**src/verilog/mox_pkg.sv**
```systemverilog
/*
  mox_pkg: opcode patterns, field positions, widths and phase encoding
  for the move / store / or execution block.
  assumes a 14-bit instruction word and an 8-bit data path.
*/
package mox_pkg;

  // ---------------------------------------------------------------
  // widths
  // ---------------------------------------------------------------
  localparam int INSTR_W = 14;
  localparam int DATA_W  = 8;
  localparam int ADDR_W  = 7;

  // ---------------------------------------------------------------
  // instruction fields
  // ---------------------------------------------------------------
  localparam int OPC_HI   = 13;
  localparam int OPC_LO   = 8;
  localparam int DEST_BIT = 7;
  localparam int ADDR_HI  = 6;

  localparam logic [5:0] OPC_MOVE_FILE = 6'h08;
  localparam logic [5:0] OPC_OR_FILE   = 6'h04;
  localparam logic [5:0] OPC_ZERO_GRP  = 6'h00;
  localparam logic [1:0] OPC_LIT_GRP   = 2'h3;
  localparam logic [1:0] OPC_LIT_MOVE  = 2'h0;

  localparam logic [DATA_W-1:0] DATA_ZERO = 8'h00;
  localparam logic [ADDR_W-1:0] ADDR_ZERO = 7'h00;

  // ---------------------------------------------------------------
  // quarter phases, one-hot
  // ---------------------------------------------------------------
  typedef enum logic [3:0] {
    MOX_Q1 = 4'b0001,
    MOX_Q2 = 4'b0010,
    MOX_Q3 = 4'b0100,
    MOX_Q4 = 4'b1000
  } mox_phase_e;

  // decoded operation kinds
  typedef enum logic [2:0] {
    MOX_OP_IDLE  = 3'h0,
    MOX_OP_MOVE  = 3'h1,
    MOX_OP_STORE = 3'h2,
    MOX_OP_OR    = 3'h3,
    MOX_OP_LIT   = 3'h4
  } mox_op_e;

endpackage : mox_pkg

```
**src/verilog/mox_decode.sv**
```systemverilog
/*
  mox_decode: combinational opcode classifier.
  assumes the instruction word is stable while it is sampled.
*/
`timescale 1ns/1ps
module mox_decode
  import mox_pkg::*;
(
  input  wire logic [INSTR_W-1:0] i_instr,
  output mox_op_e                 o_op
);

  always_comb begin
    o_op = MOX_OP_IDLE;
    if (i_instr[OPC_HI:OPC_LO] == OPC_MOVE_FILE) begin
      o_op = MOX_OP_MOVE;
    end else if (i_instr[OPC_HI:OPC_LO] == OPC_OR_FILE) begin
      o_op = MOX_OP_OR;
    end else if (i_instr[OPC_HI:OPC_LO] == OPC_ZERO_GRP && i_instr[DEST_BIT]) begin
      o_op = MOX_OP_STORE;
    end else if (i_instr[OPC_HI:OPC_HI-1] == OPC_LIT_GRP
                 && i_instr[OPC_HI-2:OPC_HI-3] == OPC_LIT_MOVE) begin
      o_op = MOX_OP_LIT;
    end
  end

endmodule : mox_decode

```
**src/verilog/mox_exec.sv**
```systemverilog
/*
  mox_exec: four-phase executor for move-file, store-working,
  or-with-file and load-literal; anything else runs as idle.
  assumes the file register array answers a read address combinationally
  and takes one write strobe in the fourth quarter.
*/
// Operation
// - move file value unchanged to destination
// - dest bit low to working, high back
// - move file updates zero flag
// - store working into file, flags untouched
// - one cycle, decode read process write
`timescale 1ns/1ps
module mox_exec
  import mox_pkg::*;
(
  input  wire logic               i_ref_clk,
  input  wire logic               i_rst,
  input  wire logic [INSTR_W-1:0] i_instr,
  input  wire logic [DATA_W-1:0]  i_file_rdata,
  output logic      [ADDR_W-1:0]  o_file_addr,
  output logic      [DATA_W-1:0]  o_file_wdata,
  output logic                    o_file_we,
  output logic      [DATA_W-1:0]  o_work,
  output logic                    o_zero,
  output logic                    o_cycle_done
);

  // ---------------------------------------------------------------
  // state
  // ---------------------------------------------------------------
  mox_phase_e             phase_r,   phase_nxt;
  mox_op_e                op_r,      op_nxt;
  mox_op_e                dec_op;
  logic                   dest_r,    dest_nxt;
  logic [DATA_W-1:0]      lit_r,     lit_nxt;
  logic [DATA_W-1:0]      opnd_r,    opnd_nxt;
  logic [DATA_W-1:0]      res_r,     res_nxt;
  logic [ADDR_W-1:0]      addr_r,    addr_nxt;
  logic [DATA_W-1:0]      wdata_r,   wdata_nxt;
  logic                   we_r,      we_nxt;
  logic [DATA_W-1:0]      work_r,    work_nxt;
  logic                   zero_r,    zero_nxt;
  logic                   done_r,    done_nxt;
  logic                   in_q1;
  logic                   in_q2;
  logic                   in_q3;
  logic                   in_q4;

  mox_decode u_decode (
    .i_instr (i_instr),
    .o_op    (dec_op)
  );

  // ---------------------------------------------------------------
  // quarter decode
  // ---------------------------------------------------------------
  assign in_q1 = (phase_r == MOX_Q1);
  assign in_q2 = (phase_r == MOX_Q2);
  assign in_q3 = (phase_r == MOX_Q3);
  assign in_q4 = (phase_r == MOX_Q4);

  // ---------------------------------------------------------------
  // phase sequencer
  // ---------------------------------------------------------------
  always_comb begin
    case (phase_r)
      MOX_Q1:  phase_nxt = MOX_Q2;
      MOX_Q2:  phase_nxt = MOX_Q3;
      MOX_Q3:  phase_nxt = MOX_Q4;
      MOX_Q4:  phase_nxt = MOX_Q1;
      default: phase_nxt = MOX_Q1;
    endcase
  end

  always_ff @(posedge i_ref_clk or posedge i_rst) begin
    if (i_rst) begin
      phase_r <= MOX_Q1;
    end else begin
      phase_r <= phase_nxt;
    end
  end

  // ---------------------------------------------------------------
  // instruction latch: decode quarter only, so a word that changes
  // later in the cycle cannot disturb the running instruction
  // ---------------------------------------------------------------
  always_comb begin
    op_nxt   = op_r;
    dest_nxt = dest_r;
    lit_nxt  = lit_r;
    addr_nxt = addr_r;
    if (in_q1) begin
      op_nxt   = dec_op;
      dest_nxt = i_instr[DEST_BIT];
      lit_nxt  = i_instr[DATA_W-1:0];
      addr_nxt = i_instr[ADDR_HI:0];
    end
  end

  always_ff @(posedge i_ref_clk or posedge i_rst) begin
    if (i_rst) begin
      op_r   <= MOX_OP_IDLE;
      dest_r <= 1'b0;
      lit_r  <= DATA_ZERO;
      addr_r <= ADDR_ZERO;
    end else begin
      op_r   <= op_nxt;
      dest_r <= dest_nxt;
      lit_r  <= lit_nxt;
      addr_r <= addr_nxt;
    end
  end

  // ---------------------------------------------------------------
  // operand read and processing
  // ---------------------------------------------------------------
  always_comb begin
    opnd_nxt = opnd_r;
    res_nxt  = res_r;
    if (in_q2) begin
      // file operand sampled once, held through the write quarter
      opnd_nxt = i_file_rdata;
    end
    if (in_q3) begin
      case (op_r)
        MOX_OP_MOVE:  res_nxt = opnd_r;
        MOX_OP_OR:    res_nxt = work_r | opnd_r;
        MOX_OP_STORE: res_nxt = work_r;
        MOX_OP_LIT:   res_nxt = lit_r;
        default:      res_nxt = res_r;
      endcase
    end
  end

  always_ff @(posedge i_ref_clk or posedge i_rst) begin
    if (i_rst) begin
      opnd_r <= DATA_ZERO;
      res_r  <= DATA_ZERO;
    end else begin
      opnd_r <= opnd_nxt;
      res_r  <= res_nxt;
    end
  end

  // ---------------------------------------------------------------
  // working register and zero flag
  // ---------------------------------------------------------------
  always_comb begin
    work_nxt = work_r;
    zero_nxt = zero_r;
    if (in_q4) begin
      case (op_r)
        MOX_OP_MOVE, MOX_OP_OR: begin
          zero_nxt = (res_r == DATA_ZERO);
          if (!dest_r) begin
            work_nxt = res_r;
          end
        end
        // literal load leaves the zero flag alone; store must too
        MOX_OP_LIT: work_nxt = res_r;
        default: ;
      endcase
    end
  end

  always_ff @(posedge i_ref_clk or posedge i_rst) begin
    if (i_rst) begin
      work_r <= DATA_ZERO;
      zero_r <= 1'b0;
    end else begin
      work_r <= work_nxt;
      zero_r <= zero_nxt;
    end
  end

  // ---------------------------------------------------------------
  // file write and cycle end strobes
  // ---------------------------------------------------------------
  always_comb begin
    wdata_nxt = wdata_r;
    we_nxt    = 1'b0;
    done_nxt  = 1'b0;
    if (in_q4) begin
      case (op_r)
        MOX_OP_MOVE, MOX_OP_OR: begin
          if (dest_r) begin
            wdata_nxt = res_r;
            we_nxt    = 1'b1;
          end
        end
        MOX_OP_STORE: begin
          // zero flag deliberately left alone
          wdata_nxt = res_r;
          we_nxt    = 1'b1;
        end
        default: ;
      endcase
      done_nxt = 1'b1;
    end
  end

  always_ff @(posedge i_ref_clk or posedge i_rst) begin
    if (i_rst) begin
      wdata_r <= DATA_ZERO;
      we_r    <= 1'b0;
      done_r  <= 1'b0;
    end else begin
      wdata_r <= wdata_nxt;
      we_r    <= we_nxt;
      done_r  <= done_nxt;
    end
  end

  // ---------------------------------------------------------------
  // outputs, all registered
  // ---------------------------------------------------------------
  assign o_file_addr  = addr_r;
  assign o_file_wdata = wdata_r;
  assign o_file_we    = we_r;
  assign o_work       = work_r;
  assign o_zero       = zero_r;
  assign o_cycle_done = done_r;

endmodule : mox_exec

```
**config.mk**
```make
export PLATFORM = sky130hd
export DESIGN_NAME = mox_exec
export DESIGN_NICKNAME = d
export VERILOG_FILES = /design/src/verilog/mox_pkg.sv /design/src/verilog/mox_decode.sv /design/src/verilog/mox_exec.sv
export SDC_FILE = /design/constraint.sdc
export NUM_CORES = 1
export LEC_CHECK = 0
export ABC_AREA = 1
export BUFFER_PORTS_ARGS = -buffer_cell sky130_fd_sc_hd__buf_2
export CAP_MARGIN = 20
export CORE_MARGIN = 4
export CORE_UTILIZATION = 48
export CTS_BUF_LIST = sky130_fd_sc_hd__clkbuf_4
export DETAILED_ROUTE_END_ITERATION = 8
export PLACE_DENSITY = 0.72
export SLEW_MARGIN = 10
export SYNTH_ARGS = -nofsm -noshare
export SYNTH_HDL_FRONTEND = slang
export SYNTH_HIERARCHICAL = 1
export SYNTH_SLANG_ARGS = --single-unit
```
**constraint.sdc**
```tcl
create_clock -name i_ref_clk -period 2.4 [get_ports i_ref_clk]
set_input_delay 0.12 -clock i_ref_clk [delete_from_list [all_inputs] [get_ports i_ref_clk]]
set_output_delay 0.12 -clock i_ref_clk [all_outputs]
set_load 0.05 [all_outputs]
```
==> flow_results.org <==
** CTS
- Clock slew at the register clock pins of the worst setup and hold paths :: 0.15 ns
- TritonCTS created 5 clock buffers.
- Largest buffer count on any clock path :: 2
- Clock tree from TritonCTS :: built
- The tree built by TritonCTS fans out to 50 sinks.
- Postcts setup bufs :: 0
- The H-tree generated during clock tree synthesis spans 2 levels.
- Cell at the root of the clock tree :: clkbuf_4
- For the worst-skew pair, the clock arrives at the later sink with an insertion delay of approximately 0.37 ns.

** Worst setup path
- On the critical path, the stage with the largest delay is an instance of dfrtp_1.
- Of all nets on the critical path, the largest fanout is 16.
- Worst-path cell chain :: inv_2, nand2_2, inv_2, nand2_2, nand3_4, nand2_1, o21ai_2
- In this run the register-to-register setup slack is 0.87 ns.
- By startpoint and endpoint, the worst setup path is classified as register to register.
- Terminus of the critical flop-to-flop path :: o_work[3]$_DFFE_PP0P_
- Worst EP required :: 2.67 ns
- Peak per-stage delay on the critical path :: between 0.6 and 0.7 ns
- The worst setup path is captured at a register.
- STA classifies the critical path startpoint as a register.
- The cell family contributing the most delay on the critical path is flip-flops.
- At the worst endpoint, the arrival time is between 1.5 and 2 ns.
- Together, buffers and inverters on the worst path number 2.
- The startpoint identified for the worst register-to-register timing path is op_r[2]$_DFFE_PP0P_.
- Number of cells on the worst reg-to-reg path :: 7

** Yosys
- Yosys cell types :: 25
- Cell count after synthesis :: 270
- Synthesis warning total :: 6
- The synthesized netlist occupies a cell area of 0.00233 mm2.
- Fraction of the yosys area taken by sequential cells :: a little over half
- The number of nets handed over by synthesis was 294.
- FF+latch count, synth :: 50
- Dividing the synthesized area by the synthesized cell count gives 8.65 um2.

** STA
- The worst path uses 63.7% of the clock period.
- Slew of the pin with the lowest slew margin :: ~0.44 ns
- Across all hold checks on the routed design, the worst slack comes to 0.0930 ns.
- Counting I/O delays and the setup requirement, the final critical path takes about 1.5 ns.
- Final count of pins violating max slew :: 0
- The number of hold-slack violations in the final timing report is 0.
- RSZ-0062 raised after global routing :: no
- Relative slew slack :: 70.4%
- Layout Skew :: 0.0207 ns
- Setup TNS :: 0 ns
- Final number of setup-violating endpoints :: 0
- Highest attainable clock frequency :: 0.654 GHz

** Placement
- The congestion estimate from routability-driven global placement came to 0.796.
- Input and output buffers added on the ports amount to between 40 and 50.
- Detailed placement ended at an HPWL of ~3400 um.

** GRT
- Total grt overflow :: 0
- Total global routing track utilization :: around 17%
- The number of antenna violations at the first check in global routing came to 0.
- Vias in the first global route :: 1800
- The first global-routing pass estimated 8240 um of wire.
- Largest net degree at the start of global routing :: a little over 50

** Layout
- The net count of the finished layout is 364.
- Cells fill between 60% and 70% of the core in the end.
- Leaving out fill and tap cells, the most frequent cell in the layout is nand2_1.
- Area growth from synthesis to final layout :: 23.4%
- Commonest non-fill, non-tap cells in the layout :: nand2_1 (119), dfrtp_1 (49), buf_2 (49)
- The post-route netlist has 29.0% of its cells at a drive strength greater than 1.
- 0 antenna diodes ended up in the layout.

** Detailed routing
- After the first detailed-routing iteration, the DRC count stood at 149.
- The first detailed-routing pass took 4 iterations.
- Number of nets with antenna violations after routing :: 0
- Detailed routing inserted a total of roughly 1900 vias.
- In this run the top signal layer used is met4.
- Via-per-instance ratio :: 4.54
- Met1 WL :: ~2300 um
- After detailed routing, the number of remaining DRC violations is 0.
- Detailed-route wire length :: 4760 um
- After detailed routing, the average wire length per cell comes to 11.7 um.
- Detailed-routed wire length on met3 :: between 150 and 200 um
- After detailed routing, the met2 layer carries 2200 um of wire.

** Run
- Max capacitance violation total :: 0

** Floorplan
- Rows :: 25
- The region available for standard cell placement spans 0.00472 mm2.
- The die is 77.7 um tall.
- During I/O placement, the number of pins put on the boundary was 50.
- The floorplan step set the die width to about 80 um.
- Initial Utilization :: 49.4%
- Die outline area :: 0.00604 mm2

** Power
- Power per cell area :: 631 mW/mm2
- Maximum resistive drop on vdd :: 0.000228 V
- In this run the static leakage power is 1.61 nW.

** Worst hold path
- Hold path cells :: 4
- Hold wc startpoint :: i_instr[11]
- Hold Crit Endpoint :: op_r[2]$_DFFE_PP0P_
- The min-delay analysis places its worst path in the category primary input to register.

** Status
- Result of the run :: complete, no violations
## state kept, by name (all words and copies together), names as in the netlist
signal	cells
o_zero	1
dest_r	1
lit_r	7
res_r	8
o_file_we	1
o_cycle_done	1
op_r	3
o_work	8
phase_r	4
opnd_r	8
o_file_wdata	8
## kinds of logic (layout without fill, tap and decap cells)
| family | Yosys count | in the layout | share of synthesized area (%) |
|---|---|---|---|
| compound gates | 20 | 20 | 6.97 |
| simple gates | 165 | 165 | 32.5 |
| buf+inv | 34 | 105 | 6.48 |
| flops | 50 | 50 | 53.6 |
| xor+xnor | 1 | 1 | 0.375 |
## metal layers
metal,vias up,GRT usage [%]
li1,980,-
met1,824,23.2
met2,41,27.5
met3,6,3.60
met4,0,5.34
met5,-,0
## power by group
part           switching [mW]  leakage, nW  internal, mW
combinational           0.313        0.937         0.131
sequential             0.0572        0.636         0.925
clock                   0.276       0.0328         0.115
total                   0.645         1.61          1.17
## cells in the mapped netlist, drive strengths merged
library cell    n  area (um2)
buf             5        40.0
nand4           2        12.5
nor2            9        60.1
xnor2           1        8.76
dfstp           1        26.3
o21ai          19         155
nand3          21         133
o21bai          1        7.51
nand2         129         529
dfrtp          49        1230
inv            29         111
nor3            4        25.0
## per-stage QoR
| step | worst slack, ns | total power, mW | instances | area (um2) |
|---|---|---|---|---|
| floorplan | 1.08 | 1.31 | 270 | 2330 |
| global placement | 0.992 | 1.41 | 382 | 2630 |
| detailed placement | 0.899 | 1.42 | 382 | 2630 |
| CTS | 0.883 | 1.83 | 406 | 2850 |
| global route | 0.752 | 1.92 | 408 | 2880 |
| finish | 0.872 | 1.82 | 408 | 2880 |
## tightest hold or removal path, stage by stage
cell and delay, ns:
buf_2 0.10, nor3_1 0.06, nand2_1 0.06, o21ai_0 0.08
## timing repair
action	in CTS	in global routing
endpoints found under the setup margin	0	0
hold buffers	16	1
endpoints found under the hold margin	16	17
gates resized for setup	0	0
## how the worst max path moves through the flow
stage | from | to | slack [ns] | cells past startpoint
global route | op_r[2]$_DFFE_PP0P_ | o_work[3]$_DFFE_PP0P_ | 0.75 | 7
CTS | op_r[2]$_DFFE_PP0P_ | o_work[3]$_DFFE_PP0P_ | 0.88 | 7
detailed placement | op_r[2]$_DFFE_PP0P_ | o_work[1]$_DFFE_PP0P_ | 0.90 | 7
global placement | op_r[2]$_DFFE_PP0P_ | o_work[3]$_DFFE_PP0P_ | 0.99 | 7
finish | op_r[2]$_DFFE_PP0P_ | o_work[3]$_DFFE_PP0P_ | 0.87 | 7
floorplan | i_rst | dest_r$_DFFE_PP0P_ | 1.08 | 1
## area by class of cell
class	instances	area, um2
clock inverters	3	21.3
well taps	67	83.8
inverters	29	111
clock buffers	5	37.5
repair buffers	68	443
flip-flops and latches	50	1250
fillers	425	1840
multi-input cells	186	931
No activity file was read; power rests on OpenSTA's default activity.
